[src/common/acm_pkg.sv]
package acm_pkg;

  // Printed offsets are not word aligned: they are indices, byte address is four times
  localparam logic [31:0] REG0_IDX = 32'hFFFFF200;
  localparam logic [31:0] REG1_IDX = 32'hFFFFF201;
  localparam logic [31:0] REG0_ADDR = REG0_IDX << 2;
  localparam logic [31:0] REG1_ADDR = REG1_IDX << 2;

  localparam logic [7:0] REG0_RST = 8'h00;
  localparam logic [7:0] REG1_RST = 8'h00;

  // Mode-enable register fields
  localparam int EN_BIT = 7;
  localparam int RUN_BIT = 6;
  localparam int BUF_BIT = 5;
  localparam int MODE_BIT = 4;

  // Timing-trigger register fields
  localparam int EDGE_HI = 7;
  localparam int EDGE_LO = 6;
  localparam int TRG_HI = 5;
  localparam int TRG_LO = 4;
  localparam int FR_HI = 3;
  localparam int FR_LO = 0;

  // Counts in main-clock cycles
  localparam int TMR_W = 12;
  localparam int CONV_UNIT_SHIFT = 7;
  localparam logic [TMR_W-1:0] CONV_UNIT_CYC = 12'h080;
  localparam logic [TMR_W-1:0] STAB_CYC_0 = 12'h040;
  localparam logic [TMR_W-1:0] STAB_CYC_1 = 12'h080;
  localparam logic [TMR_W-1:0] STAB_CYC_N = 12'h0A0;

  localparam logic [1:0] RESP_OKAY = 2'h0;
  localparam logic [1:0] RESP_SLVERR = 2'h2;

  typedef enum logic [1:0] {
    ST_IDLE = 2'b00,
    ST_STAB = 2'b01,
    ST_TWAIT = 2'b10,
    ST_CONV = 2'b11
  } acm_st_t;

  typedef enum logic [1:0] {
    TRG_SW = 2'b00,
    TRG_TMR = 2'b01,
    TRG_EXT = 2'b10,
    TRG_BAD = 2'b11
  } acm_trg_t;

  typedef enum logic [1:0] {
    EDGE_NONE = 2'b00,
    EDGE_FALL = 2'b01,
    EDGE_RISE = 2'b10,
    EDGE_BOTH = 2'b11
  } acm_edge_t;

  typedef struct packed {
    logic [31:0] awaddr;
    logic awvalid;
    logic [31:0] wdata;
    logic [3:0] wstrb;
    logic wvalid;
    logic bready;
    logic [31:0] araddr;
    logic arvalid;
    logic rready;
  } acm_axi_req_t;

  typedef struct packed {
    logic awready;
    logic wready;
    logic bvalid;
    logic [1:0] bresp;
    logic arready;
    logic rvalid;
    logic [31:0] rdata;
    logic [1:0] rresp;
  } acm_axi_rsp_t;

  typedef struct packed {
    acm_st_t st;
    logic en;
    logic bsel;
    logic msel;
    logic [7:0] r1;
    logic pin_prev;
    logic stab_ok;
    logic trg_chg;
    logic run;
    logic busy;
    logic twait;
    logic start;
    logic done;
    logic awready;
    logic wready;
    logic aw_have;
    logic w_have;
    logic [31:0] waddr;
    logic [7:0] wbyte;
    logic wstrb0;
    logic bvalid;
    logic [1:0] bresp;
    logic arready;
    logic rvalid;
    logic [31:0] rdata;
    logic [1:0] rresp;
  } acm_regs_t;

  localparam acm_regs_t REGS_RST = '{
    st: ST_IDLE,
    r1: REG1_RST,
    awready: 1'b1,
    wready: 1'b1,
    arready: 1'b1,
    default: '0
  };

endpackage

[src/logic/acm_timer.sv]
`timescale 1ns/10ps
`default_nettype none
module acm_timer
  import acm_pkg::*;
(
  input wire logic clk_i,
  input wire logic rst_i,
  input wire logic load_i,
  input wire logic [TMR_W-1:0] load_val_i,
  output logic expire_o
);

  typedef struct packed {
    logic [TMR_W-1:0] cnt;
    logic expire;
  } acm_tmr_t;

  acm_tmr_t q;
  acm_tmr_t d;

  // Expire stands in the last counted cycle, so the owner leaves its
  // state exactly load_val edges after the loading edge
  always_comb
  begin
    d = q;
    d.expire = 1'b0;
    if (load_i)
    begin
      d.cnt = load_val_i;
    end
    else if (q.cnt != '0)
    begin
      d.cnt = q.cnt - 1'b1;
      // Loads below two never expire; every load used is zero or far above
      d.expire = (q.cnt == 12'h002);
    end
  end

  always_ff @(posedge clk_i)
  begin
    if (rst_i)
    begin
      q <= '0;
    end
    else
    begin
      q <= d;
    end
  end

  assign expire_o = q.expire;

endmodule
`default_nettype wire

[src/logic/acm_top.sv]
// Overview of operation
// RULE1 - Byte wide registers, status bit ignores writes
// RULE2 - Enable bit turns conversion on or off
// RULE3 - Status bit shows stopped or operating
// RULE4 - Buffer bit picks one or four buffers
// RULE5 - Mode bit picks scan or select
// RULE6 - Trigger modes wait until enable cleared
// RULE7 - Software start; mode switch enters wait at once
// RULE8 - Software keeps mode bits while enabled
// RULE9 - First register write restarts running conversion
// RULE10 - Second register write restarts running conversion
// RULE11 - Software keeps edge, time fields while enabled
// RULE12 - Conversion lasts 128 times code plus one
// RULE13 - Stabilization wait before first conversion only
// RULE14 - Trigger change and re-enable skips wait
// RULE15 - Software aims for two to ten microseconds
// RULE16 - Edge field picks none, fall, rise, both
// RULE17 - Source field picks software, timer, pin
//
// Added by the designer: the AXI4-Lite slave port.
`timescale 1ns/10ps
`default_nettype none
module acm_top
  import acm_pkg::*;
(
  input wire logic clk_i,
  input wire logic rst_i,
  input wire acm_axi_req_t axi_req_i,
  output acm_axi_rsp_t axi_rsp_o,
  input wire logic timer_trig_i,
  input wire logic external_conv_trigger_pin_i,
  output logic conv_start_o,
  output logic conv_done_o,
  output logic conv_busy_o,
  output logic trig_wait_o,
  output logic scan_or_select_choice_o,
  output logic buffer_count_select_o
);

  acm_regs_t q;
  acm_regs_t d;
  logic tmr_load;
  logic [TMR_W-1:0] tmr_val;
  logic tmr_expire;
  logic wr_go;
  logic hit0;
  logic hit1;
  logic w0;
  logic w1;
  logic en_n;
  logic [7:0] r1_n;
  logic [1:0] trg_n;
  logic [FR_HI:FR_LO] fr_n;
  logic rise;
  logic fall;
  logic trig_hit;
  logic trg_chg_now;
  logic [7:0] rd_byte;

  acm_timer acm_timer_inst (
    .clk_i(clk_i),
    .rst_i(rst_i),
    .load_i(tmr_load),
    .load_val_i(tmr_val),
    .expire_o(tmr_expire)
  );

  assign wr_go = q.aw_have & q.w_have;
  assign hit0 = (q.waddr == REG0_ADDR);
  assign hit1 = (q.waddr == REG1_ADDR);
  // Only lane 0 carries the byte; lanes 1..3 are ignored
  assign w0 = wr_go & hit0 & q.wstrb0; // [RULE1]
  assign w1 = wr_go & hit1 & q.wstrb0; // [RULE1]
  assign en_n = w0 ? q.wbyte[EN_BIT] : q.en; // [RULE2]
  assign r1_n = w1 ? q.wbyte : q.r1;
  assign trg_n = r1_n[TRG_HI:TRG_LO];
  assign fr_n = r1_n[FR_HI:FR_LO];
  assign trg_chg_now = w1 & (q.wbyte[TRG_HI:TRG_LO] != q.r1[TRG_HI:TRG_LO]);
  assign rise = external_conv_trigger_pin_i & ~q.pin_prev;
  assign fall = ~external_conv_trigger_pin_i & q.pin_prev;

  always_comb
  begin
    trig_hit = 1'b0;
    case (acm_trg_t'(q.r1[TRG_HI:TRG_LO])) // [RULE17]
      TRG_TMR: trig_hit = timer_trig_i;
      TRG_EXT:
      begin
        case (acm_edge_t'(q.r1[EDGE_HI:EDGE_LO])) // [RULE16]
          EDGE_FALL: trig_hit = fall;
          EDGE_RISE: trig_hit = rise;
          EDGE_BOTH: trig_hit = rise | fall;
          default: trig_hit = 1'b0;
        endcase
      end
      default: trig_hit = 1'b0;
    endcase
  end

  always_comb
  begin
    rd_byte = '0;
    if (axi_req_i.araddr == REG0_ADDR)
    begin
      rd_byte[EN_BIT] = q.en;
      rd_byte[RUN_BIT] = q.run; // [RULE3]
      rd_byte[BUF_BIT] = q.bsel;
      rd_byte[MODE_BIT] = q.msel;
    end
    else if (axi_req_i.araddr == REG1_ADDR)
    begin
      rd_byte = q.r1;
    end
  end

  always_comb
  begin
    d = q;
    d.start = 1'b0;
    d.done = 1'b0;
    d.pin_prev = external_conv_trigger_pin_i;
    tmr_load = 1'b0;
    tmr_val = '0;
    // Write channel: address and data taken in either order
    if (q.awready && axi_req_i.awvalid)
    begin
      d.awready = 1'b0;
      d.aw_have = 1'b1;
      d.waddr = axi_req_i.awaddr;
    end
    if (q.wready && axi_req_i.wvalid)
    begin
      d.wready = 1'b0;
      d.w_have = 1'b1;
      d.wbyte = axi_req_i.wdata[7:0];
      d.wstrb0 = axi_req_i.wstrb[0];
    end
    if (wr_go)
    begin
      d.aw_have = 1'b0;
      d.w_have = 1'b0;
      d.bvalid = 1'b1;
      d.bresp = (hit0 | hit1) ? RESP_OKAY : RESP_SLVERR;
    end
    if (q.bvalid && axi_req_i.bready)
    begin
      d.bvalid = 1'b0;
      d.awready = 1'b1;
      d.wready = 1'b1;
    end
    // Read channel
    if (q.arready && axi_req_i.arvalid)
    begin
      d.arready = 1'b0;
      d.rvalid = 1'b1;
      d.rdata = {24'h000000, rd_byte};
      d.rresp = (axi_req_i.araddr == REG0_ADDR || axi_req_i.araddr == REG1_ADDR)
        ? RESP_OKAY : RESP_SLVERR;
    end
    if (q.rvalid && axi_req_i.rready)
    begin
      d.rvalid = 1'b0;
      d.arready = 1'b1;
    end
    // Register fields; status bit has no write path
    if (w0)
    begin
      d.en = q.wbyte[EN_BIT]; // [RULE2]
      d.bsel = q.wbyte[BUF_BIT]; // [RULE4]
      d.msel = q.wbyte[MODE_BIT]; // [RULE5]
    end
    d.r1 = r1_n;
    if (trg_chg_now)
    begin
      d.trg_chg = 1'b1;
    end
    // Sequencer
    if (!en_n)
    begin
      d.st = ST_IDLE; // [RULE2]
      tmr_load = 1'b1;
    end
    else
    begin
      case (q.st)
        ST_IDLE:
        begin
          if (q.stab_ok && (q.trg_chg || trg_chg_now))
          begin
            d.st = (trg_n == TRG_SW) ? ST_CONV : ST_TWAIT; // [RULE14]
            d.trg_chg = 1'b0;
          end
          else
          begin
            d.st = ST_STAB; // [RULE13]
            tmr_load = 1'b1;
            case (fr_n)
              4'h0: tmr_val = STAB_CYC_0;
              4'h1: tmr_val = STAB_CYC_1;
              default: tmr_val = STAB_CYC_N;
            endcase
          end
        end
        ST_STAB:
        begin
          if (tmr_expire)
          begin
            d.stab_ok = 1'b1;
            // A source change in this very cycle still counts
            d.trg_chg = trg_chg_now;
            d.st = (trg_n == TRG_SW) ? ST_CONV : ST_TWAIT; // [RULE13]
          end
        end
        ST_TWAIT:
        begin
          if ((w0 || w1) && trg_n == TRG_SW)
          begin
            d.st = ST_CONV; // [RULE7]
          end
          else if (trig_hit)
          begin
            d.st = ST_CONV; // [RULE6]
          end
        end
        ST_CONV:
        begin
          if (w0 || w1)
          begin
            d.st = (trg_n == TRG_SW) ? ST_CONV : ST_TWAIT; // [RULE9] [RULE10] [RULE7]
            tmr_load = 1'b1;
          end
          else if (tmr_expire)
          begin
            d.done = 1'b1;
            // Software trigger keeps converting back to back
            d.st = (trg_n == TRG_SW) ? ST_CONV : ST_TWAIT; // [RULE6]
          end
        end
        default: d.st = ST_IDLE;
      endcase
      if (d.st == ST_CONV && (q.st != ST_CONV || (w0 || w1) || tmr_expire))
      begin
        d.start = 1'b1;
        tmr_load = 1'b1;
        tmr_val = TMR_W'({1'b0, fr_n} + 5'h01) << CONV_UNIT_SHIFT; // [RULE12]
      end
    end
    d.run = (d.st == ST_STAB) || (d.st == ST_CONV); // [RULE3]
    d.busy = (d.st == ST_CONV);
    d.twait = (d.st == ST_TWAIT);
  end

  always_ff @(posedge clk_i)
  begin
    if (rst_i)
    begin
      q <= REGS_RST;
    end
    else
    begin
      q <= d;
    end
  end

  assign axi_rsp_o.awready = q.awready;
  assign axi_rsp_o.wready = q.wready;
  assign axi_rsp_o.bvalid = q.bvalid;
  assign axi_rsp_o.bresp = q.bresp;
  assign axi_rsp_o.arready = q.arready;
  assign axi_rsp_o.rvalid = q.rvalid;
  assign axi_rsp_o.rdata = q.rdata;
  assign axi_rsp_o.rresp = q.rresp;
  assign conv_start_o = q.start;
  assign conv_done_o = q.done;
  assign conv_busy_o = q.busy;
  assign trig_wait_o = q.twait;
  assign scan_or_select_choice_o = q.msel;
  assign buffer_count_select_o = q.bsel;

  // Cycle counters read only by the checks below
  logic [TMR_W-1:0] conv_cnt_q;
  logic [TMR_W-1:0] stab_cnt_q;
  always_ff @(posedge clk_i)
  begin
    if (rst_i)
    begin
      conv_cnt_q <= '0;
      stab_cnt_q <= '0;
    end
    else
    begin
      conv_cnt_q <= conv_start_o ? 12'h001 : conv_cnt_q + 12'h001;
      stab_cnt_q <= (q.st == ST_STAB) ? stab_cnt_q + 12'h001 : '0;
    end
  end
endmodule
`default_nettype wire

[config.mk]
export PLATFORM = sky130hd
export DESIGN_NAME = acm_top
export DESIGN_NICKNAME = d
export VERILOG_FILES = /design/src/common/acm_pkg.sv /design/src/logic/acm_timer.sv /design/src/logic/acm_top.sv
export SDC_FILE = /design/constraint.sdc
export NUM_CORES = 1
export LEC_CHECK = 0
export BUFFER_PORTS_ARGS = -buffer_cell sky130_fd_sc_hd__buf_2
export CAP_MARGIN = 10
export CELL_PAD_IN_SITES_DETAIL_PLACEMENT = 1
export CELL_PAD_IN_SITES_GLOBAL_PLACEMENT = 1
export CORE_UTILIZATION = 32
export DETAILED_ROUTE_END_ITERATION = 7
export GPL_TIMING_DRIVEN = 0
export PLACE_DENSITY = 0.73
export SLEW_MARGIN = 20
export SYNTH_ARGS = -nofsm -noshare
export SYNTH_HDL_FRONTEND = slang
export SYNTH_SLANG_ARGS = --single-unit
export TNS_END_PERCENT = 1
[constraint.sdc]
create_clock -name clk_i -period 2.4 [get_ports clk_i]
set_clock_uncertainty 0.2 [all_clocks]
set_input_delay 0.36 -clock clk_i [delete_from_list [all_inputs] [get_ports clk_i]]
set_output_delay 0.36 -clock clk_i [all_outputs]
set_load 0.1 [all_outputs]
Yosys cells after proc, flatten, opt, wreduce, memory -nomap -nowiden --
Cells that the tools add are included. Widths: inputs -> output; s select.
Storage, ports and cells: output and inout port bits 47, bits in registers 94
Cells by class: add/sub/neg operators 2, reductions and logical operators 26, muxes and demuxes 37, equality and inequality tests 20, bitwise operators 15
Operators with widths (count):
- $eq 32x32->1 const B | 4
- $mux 12 | 5
- $mux 2 | 9
- $eq 2x2->1 const B | 8
- $pmux 8 s2 | 1
- $mux 13 | 1
- $eq 12x2->1 const B | 1
- $mux 1 | 12
- $reduce_bool 12->1 | 1
- $sub 12x1->12 const B | 1
- $and 1x1->1 | 8
- $eq 2x1->1 const B | 4
- $logic_and 1x1->1 | 8
- $mux 4 | 2
- $mux 8 | 1
- $pmux 2 s4 | 1
- $reduce_or 2->1 | 4
- $logic_or 1x1->1 | 6
- $mux 6 | 1
- $pmux 1 s2 | 3
- $add 4x1->5 const B | 1
- $not 1->1 | 5
- $eq 4x1->1 const B | 1
- $logic_not 2->1 | 2
- other kinds (9) | 10

Logic depth before layout (Yosys ltp) --
Gate-level depths: netlist (run 1).
depth after elaboration 15, depth in mapped cells 10, gate-level depth less buffers 10

By module --
A second synthesis (run 1) with hierarchy kept.
Unflattened totals: cell total of the unflattened synthesis 540, area, all modules 4520.6 µm²
By module, submodules not included:
- acm_top | cells an instance 457, area each 3801.1 µm², times used 1
- acm_timer | cells an instance 83, area each 719.4 µm², times used 1

Worst setup path after synthesis (run 1) --
No wires, ideal clock.
path type register to register, start register q[49] in the netlist's numbering, end register acm_timer_inst.q[10] in the netlist's numbering, cell stages (with the launch flop) 9, data arrival time 2.427 ns, setup slack -0.297 ns, clock period less this slack 2.697 ns, data required time 2.130 ns, cells stage by stage dfxtp_1 nand4b_1 or4_4 or4_4 buf_6 mux2_4 nand4b_4 nor3_1 o2bb2ai_1
Between the ends: longest elaborated chain between the ends 15, elaborated cells between the ends (all ways) 35
Ends and longest elaborated chain:
- from (decl) | RTL line acm_top.sv:40 | acm_regs_t q;
- from (signal assigned) | RTL line acm_top.sv:257 | q <= REGS_RST;
- from (signal assigned) | RTL line acm_top.sv:261 | q <= d;
- $eq 32x32->1 | RTL line acm_top.sv:70 | assign hit1 = (q.waddr == REG1_ADDR);
- $and 1x1->1 (2 in series) | RTL line acm_top.sv:73 | assign w1 = wr_go & hit1 & q.wstrb0;
- $mux 6 | RTL line acm_top.sv:75 | assign r1_n = w1 ? q.wbyte : q.r1;
- $logic_not 2->1
- $mux 1
- $mux 2 | RTL line acm_top.sv:206, acm_top.sv:232
- $mux 2 | RTL line acm_top.sv:227 | if (w0 || w1)
- $pmux 2 s4 | RTL line acm_top.sv:185 | case (q.st)
- $mux 2 | RTL line acm_top.sv:178 | if (!en_n)
- $eq 2x2->1 | RTL line acm_top.sv:241 | if (d.st == ST_CONV && (q.st != ST_CONV || (w0 || w1) || tmr_expire))
- $logic_and 1x1->1 | RTL line acm_top.sv:241
- $mux 12 / $mux 1 (equally long branches) | RTL line acm_top.sv:241
- $mux 12 / $mux 1 (equally long branches) | RTL line acm_top.sv:178
- $mux 12 / $reduce_bool 2->1 (equally long branches)
- to (signal assigned) | RTL line acm_timer.sv:43 | q <= '0;
- to (signal assigned) | RTL line acm_timer.sv:47 | q <= d;
- to (decl) | RTL line acm_timer.sv:18 | acm_tmr_t q;
Several ways; a longest one is shown, not always the timed one. The select of a mux whose other input is x is not followed. A chain may end at the register's enable or synchronous reset.

Worst setup path in the final report (run 1) --
start register q[65] in the netlist's numbering, end register acm_timer_inst.q[7] in the netlist's numbering
The elaborated chain is that of the path after synthesis.

==> flow_metrics.env, run 1 <==
export IMPL_yosys_area_top_type="dfxtp_1"
export IMPL_design_area_sq_um=5784
export IMPL_drtIter0Drc=109
export IMPL_clk_pin_slew_ns=0.06
export IMPL_hold_viol=0
export IMPL_startpoint_type="flip-flop"
export IMPL_die_y_microns=119.8
export IMPL_place_gp_congestion=0.8214
export IMPL_wirelength_microns=12260
export IMPL_grt_setup_unrepaired="yes"
export IMPL_gr_usage_met1_pct=19.31
export IMPL_ioPinCount=156
export IMPL_grt_ovfl_total=0
export IMPL_endpoint_kind="flip-flop"
export IMPL_critPathRequiredTime_ns=2.48
export IMPL_htree_levels=3
export IMPL_worst_path_max_delay_cell="or4_4"
export IMPL_critPathMaxStageDelay_ns=0.61
export IMPL_ys_seq_area_share_pct=41.00
export IMPL_syn_to_final_growth_pct=30.19
export IMPL_n_antenna_cell=0
export IMPL_fillerInstances=1624
export IMPL_setup_ws_ns=-0.3220
export IMPL_yosys_cell_types_count=56
export IMPL_grt_util_met2_pct=32.19
export IMPL_track_usage_pct=17.54
export IMPL_synth_edf_count=0
export IMPL_leakage_nw=2.526
export IMPL_synth_seq_cells=91
export IMPL_crit_path_frequent_cell="or4_4"
export IMPL_tns_ns=-4.693
export IMPL_drive_gt1_share_pct=32.14
export IMPL_drc=0
export IMPL_cp_max_fo=5
export IMPL_synthesis_area_sq_um=4443
export IMPL_fin_crit_ns=2.722
export IMPL_start_util_pct=33.16
export IMPL_die_x_microns=119.8
export IMPL_async_flop_share_pct=0
export IMPL_cap_violations=0
export IMPL_arrival_ns=2.80
export IMPL_final_nets=789
export IMPL_dpl_cell_area_sq_um=5288
export IMPL_ys_flop_type="dfxtp_1"
export IMPL_grt_max_degree=14
export IMPL_port_buffers=101
export IMPL_slew_headroom_pct=53.38
export IMPL_violations="negative setup slack"
export IMPL_dr_total_vias=4058
export IMPL_synth_area_leaders="dfxtp_1 41%, nand2_1 9.0%, buf_4 6.9%"
export IMPL_antenna_found_initial=0
export IMPL_drtAntennaViolNets=0
export IMPL_post_place_ws_ns=-0.7098
export IMPL_timing_fmax_ghz=0.3674
export IMPL_clock_sink_count=91
export IMPL_dp_hpwl_microns=9220
export IMPL_ys_warnings_count=0
export IMPL_powerDensity_nw_per_um2=595.9
export IMPL_worstMarginPinSlew_ns=0.6994
export IMPL_cts_max_path_buffers=2
export IMPL_netlist_instances=523
export IMPL_synth_most_common_cell="nand2_1"
export IMPL_slew_viol_final=0
export IMPL_power_w=0.003447
export IMPL_path_class="reg2reg"
export IMPL_hp_class="in2reg"
export IMPL_peakVddDrop_v=0.0004043
export IMPL_status="complete, but fails checks"
export IMPL_wl_per_cell_microns=14.50
export IMPL_syn_avg_cell_area_sq_um=8.495
export IMPL_dr_pass1_iters=4
export IMPL_synth_top_cell_area_share_pct=41.00
export IMPL_yosys_top_cells_count="106 x nand2_1, 91 x dfxtp_1, 50 x a21oi_1, 41 x buf_4, 32 x nor2_1"
export IMPL_core_area_sq_um=13400
export IMPL_fin_crit_sh_pct=113.4
export IMPL_clockRootBuffer="clkbuf_16"
export IMPL_use_met3_pct=5.561
export IMPL_viasPerCell=4.802
export IMPL_grt_pass1_vias=4197
export IMPL_cts_tree="done"
export IMPL_cts_buffers_inserted=9
export IMPL_grt_most_used_layer="met2"
export IMPL_insertion_delay_ns=0.35
export IMPL_rows=42
export IMPL_setup_violations=20
export IMPL_dieArea_sq_um=14360
export IMPL_grt_pass1_wl_microns=19650
export IMPL_path_cells="nand4_1, or4_4, or4_4, mux2_4, o211ai_4, buf_6, mux2i_1"
==> critical path: cells and delay by family, from the launching register on <==
family | cells | cell delay [ns]
flip-flops | 1 | 0.32
multiplexers | 2 | 0.56
AND/OR/NAND/NOR | 3 | 1.28
AO/OA/AOI/OAI | 1 | 0.12
buffers and inverters | 1 | 0.16
==> flip-flops by register name, summed over array words and instances, names as in the netlist <==
register / flops
acm_timer_inst.expire_o: 1
scan_or_select_choice_o: 1
buffer_count_select_o: 1
acm_timer_inst.q: 12
trig_wait_o: 1
axi_rsp_o: 15
conv_start_o: 1
conv_done_o: 1
conv_busy_o: 1
q: 57
==> repair_timing <==
action                     in CTS  in global routing
resized for setup              34                  5
setup buffers                   5                  1
hold buffers                    0                  0
setup endpoints to repair      26                 21
gates cloned                    1                  0
pin swaps                      12                  4
==> routing by layer <==
metal | wire, microns | up-vias
met4 | 148 | 0
li1 | - | 2024
met3 | 632 | 12
met5 | 0 | -
met2 | 6230 | 94
met1 | 5245 | 1928
==> final cells by class <==
| type | count | area [sq um] | area share, % |
|---|---|---|---|
| multi-input combinational | 376 | 2439 | 42.16 |
| sequential | 91 | 1834 | 31.71 |
| timing repair buffer | 108 | 558.0 | 9.647 |
| buffer | 60 | 390.4 | 6.749 |
| clock buffer | 11 | 252.7 | 4.369 |
| tap | 176 | 220.2 | 3.807 |
| inverter | 20 | 75.07 | 1.298 |
| clock inverter | 3 | 15.01 | 0.2596 |
==> cells in the final DEF, fill, tap and decap left out, types with 3 or more instances in the layout <==
cell       count
nand3b_1       5
mux2_2         8
buf_4         49
nor4_1         3
xnor2_1        8
nor3_1        11
clkinv_2       3
conb_1        26
a22oi_1        8
inv_1         20
buf_1          3
clkbuf_1      14
o21ai_0        9
or4_1          4
o2bb2ai_1      3
nand4b_1       3
nor2_1        31
ha_1          14
a21oi_1       50
xor2_1         6
nor4_4         3
buf_2        101
mux2i_1       10
dfxtp_2       10
nand3_1        6
nand4_1        9
dfxtp_1       81
nand2_1      106
clkbuf_16      9
and2_1         6
==> power breakdown <==
part / switching (W) / total, W / internal (W) / leakage (nW)
Clock: 0.000579 / 0.00132 / 0.000741 / 0.137
Sequential: 0.0000406 / 0.00160 / 0.00156 / 0.745
Combinational: 0.000374 / 0.000523 / 0.000148 / 1.64
==> worst paths after layout <==
| kind | startpoint | end | slack [ns] | cells past startpoint |
|---|---|---|---|---|
| max reg2reg | q[65] | acm_timer_inst.q[7] | -0.32 | 7 |
| min reg2reg | q[65] | q[65] | 0.25 | 2 |
| min | axi_req_i[72] | axi_rsp_o[40] | 0.01 | 2 |
| max | q[65] | acm_timer_inst.q[7] | -0.32 | 7 |
==> kinds of logic after synthesis <==
kind of cell             after synthesis  synth area share (%)
buffers and inverters                 81                 10.67
AND/OR/NAND/NOR                      208                 22.53
XOR/XNOR                              14                 2.760
flip-flops                            91                 41.00
adder cells (fa/ha/maj)               14                 3.943
other                                  1               0.08440
AO/OA/AOI/OAI                         93                 13.94
multiplexers                          21                 5.069
==> metrics by stage <==
stage	hold WS (ns)	utilization (%)	instances
2_1_floorplan	0.2311	-	548
3_3_place_gp	0.2401	39.46	825
3_5_place_dp	0.2506	39.46	825
4_1_cts	0.008408	42.88	844
5_1_grt	0.02159	43.17	845
6_report	0.01251	43.17	845
No activity file was read; power rests on OpenSTA's default activity.
==> run 2, diff against run 1 <==
--- a/config.mk
+++ b/config.mk
@@ -11,8 +11,7 @@
 export CELL_PAD_IN_SITES_GLOBAL_PLACEMENT = 1
 export CORE_UTILIZATION = 32
 export DETAILED_ROUTE_END_ITERATION = 7
-export GPL_TIMING_DRIVEN = 0
-export PLACE_DENSITY = 0.73
+export PLACE_DENSITY = 0.83
 export SLEW_MARGIN = 20
 export SYNTH_ARGS = -nofsm -noshare
 export SYNTH_HDL_FRONTEND = slang
==> run 2 against run 1 <==
The run still ends with negative setup slack left. Combinational power is 7.6% lower. Power is 5.3% higher. Cell count decreased by 1.4%. Critical path type unchanged. Largest cell class unchanged.
==> flow_metrics.env, run 2 (synthesis gave the netlist of run 1 again) <==
export IMPL_status="complete, but fails checks"
export IMPL_violations="negative setup slack"
export IMPL_drtAntennaViolNets=0
export IMPL_startpoint_type="flip-flop"
export IMPL_antenna_found_initial=0
export IMPL_leakage_nw=2.481
export IMPL_hold_buffers=0
export IMPL_pwr_share_seq_pct=44.1
export IMPL_grt_pass1_wl_microns=20230
export IMPL_setup_violations=21
export IMPL_place_gp_congestion=0.8589
export IMPL_critPathRequiredTime_ns=2.45
export IMPL_wl_per_cell_microns=14.87
export IMPL_port_buffers=102
export IMPL_ioPinCount=156
export IMPL_core_area_sq_um=13400
export IMPL_endpoint_kind="flip-flop"
export IMPL_peakVddDrop_v=0.0003349
export IMPL_holdWs_ns=0.02031
export IMPL_syn_to_final_growth_pct=30.61
export IMPL_grt_max_degree=34
export IMPL_multiInputGateArea_sq_um=2429
export IMPL_crit_cells=7
export IMPL_r2r_end="acm_timer_inst.q[12]"
export IMPL_rows=42
export IMPL_crit_path_end="acm_timer_inst.q[12]"
export IMPL_dieArea_sq_um=14360
export IMPL_r2r_start="q[76]"
export IMPL_track_usage_pct=17.81
export IMPL_clk_pin_slew_ns=0.06
export IMPL_dp_hpwl_microns=9253
export IMPL_critPathTopFamily="simple AND/OR/NAND/NOR gates"
export IMPL_dr_pass1_iters=4
export IMPL_layout_commonest_cell="nand2_1"
export IMPL_clock_sink_count=91
export IMPL_cp_max_fo=5
export IMPL_start_util_pct=33.16
export IMPL_grt_pass1_vias=4219
export IMPL_worst_path_max_delay_cell="or4_4"
export IMPL_path_cells="nand4_1, or4_4, or4_4, mux2_4, o211ai_4, buf_12, a2bb2o_4"
export IMPL_startpoint="q[76]"
export IMPL_n_antenna_cell=0
export IMPL_dpl_cell_area_sq_um=5251
export IMPL_wirelength_microns=12390
export IMPL_cap_violations=0
export IMPL_slew_viol_final=0
export IMPL_p_clk_share_pct=42.6
export IMPL_fillerInstances=1609
export IMPL_power_internal_w=0.002646
export IMPL_die_y_microns=119.8
export IMPL_grt_ovfl_total=0
export IMPL_r2r_slack_ns=-0.34
export IMPL_slew_headroom_pct=48.70
export IMPL_p_sw_w=0.0009839
export IMPL_top_register="q"
export IMPL_r2r_cells=7
export IMPL_path_class="reg2reg"
export IMPL_worstMarginPinSlew_ns=0.7695
export IMPL_grt_setup_unrepaired="yes"
export IMPL_switching_share_pct=27.10
export IMPL_drtIter0Drc=90
export IMPL_drive_gt1_share_pct=33.18
export IMPL_path_buf_inv=1
export IMPL_htree_levels=3
export IMPL_viasPerCell=4.839
export IMPL_arrival_ns=2.79
export IMPL_clockRootBuffer="clkbuf_16"
export IMPL_powerDensity_nw_per_um2=625.6
export IMPL_cts_max_path_buffers=2
export IMPL_regArea_sq_um=1832
export IMPL_hp_class="in2reg"
export IMPL_crit_path_frequent_cell="or4_4"
export IMPL_die_x_microns=119.8
export IMPL_fin_crit_sh_pct=114.4
export IMPL_cts_tree="done"
export IMPL_design_area_sq_um=5803
export IMPL_setup_ws_ns=-0.3449
export IMPL_drc=0
export IMPL_critPathMaxStageDelay_ns=0.60
export IMPL_fin_crit_ns=2.745
export IMPL_final_nets=775
export IMPL_largest_reg_flops=57
export IMPL_layout_common_cells="106 x nand2_1, 102 x buf_2, 83 x dfxtp_1, 50 x a21oi_1, 49 x buf_4"
export IMPL_cts_buffers_inserted=9
export IMPL_hold_viol=0
export IMPL_timing_fmax_ghz=0.3643
export IMPL_dr_total_vias=4031
export IMPL_insertion_delay_ns=0.35
export IMPL_combPwrFrac_pct=13.3
run 2: cell types whose count changed in the layout (fill, tap and decap cells not counted), sizes merged:
cell	before	now
clkbuf	25	12
bufinv	0	2
clkinv	3	1
buf	154	153
clkinvlp	0	1
o211ai	1	2
run 2: repair_timing:
item | 4_1_cts | 5_1_grt
endpoints found under the setup margin | 21 | 22
pin swaps | 8 | 9
resized for setup | 13 | 22
gates cloned | 1 | 0
buffers inserted | 3 | 2
run 2: metrics by stage:
stage / util [%] / total power, W / TNS (ns) / std cells / worst slack, ns
after floorplan: - / 0.002019 / -1.860 / 548 / -0.1685
after global placement: 39.19 / 0.002094 / -4.317 / 811 / -0.2807
after detailed placement: 39.19 / 0.002110 / -6.928 / 811 / -0.4068
after CTS: 42.53 / 0.003675 / -4.655 / 831 / -0.3159
after global routing: 43.31 / 0.003783 / -6.731 / 833 / -0.4240
final: 43.31 / 0.003630 / -5.111 / 833 / -0.3449
run 2: per-layer routing:
| metal | wire [microns] | track usage (%) | up-vias |
|---|---|---|---|
| met5 | 0 | 0 | - |
| met4 | 288 | 7.734 | 0 |
| met3 | 419 | 3.802 | 23 |
| met2 | 6448 | 31.76 | 77 |
| met1 | 5233 | 20.35 | 1938 |
| li1 | - | - | 1993 |
run 2: layout make-up:
| class | count | area share, % |
|---|---|---|
| flip-flops and latches | 91 | 31.57 |
| inverters | 20 | 1.294 |
| well taps | 176 | 3.795 |
| multi-input cells | 377 | 41.85 |
| repair buffers | 153 | 15.83 |
| clock buffers | 12 | 4.420 |
| clock inverters | 4 | 1.251 |
run 2: power by group through the flow:
stage / Combinational [W] / Sequential (W) / Clock (W)
CTS: 0.000483 / 0.00160 / 0.00160
floorplan: 0.000400 / 0.00162 / 0
global placement: 0.000469 / 0.00162 / 0
finish: 0.000483 / 0.00160 / 0.00155
detailed placement: 0.000481 / 0.00163 / 0
global route: 0.000516 / 0.00160 / 0.00166
run 2: how the worst min path moves through the flow:
stage	startpoint	to	slack, ns	depth (start not counted)
after floorplan	q[62]	q[62]	0.23	2
after global placement	q[62]	q[62]	0.24	2
after detailed placement	q[79]	q[79]	0.25	2
after CTS	axi_req_i[35]	axi_rsp_o[39]	0.01	2
after global routing	axi_req_i[35]	axi_rsp_o[39]	0.02	2
final	axi_req_i[35]	axi_rsp_o[39]	0.02	2
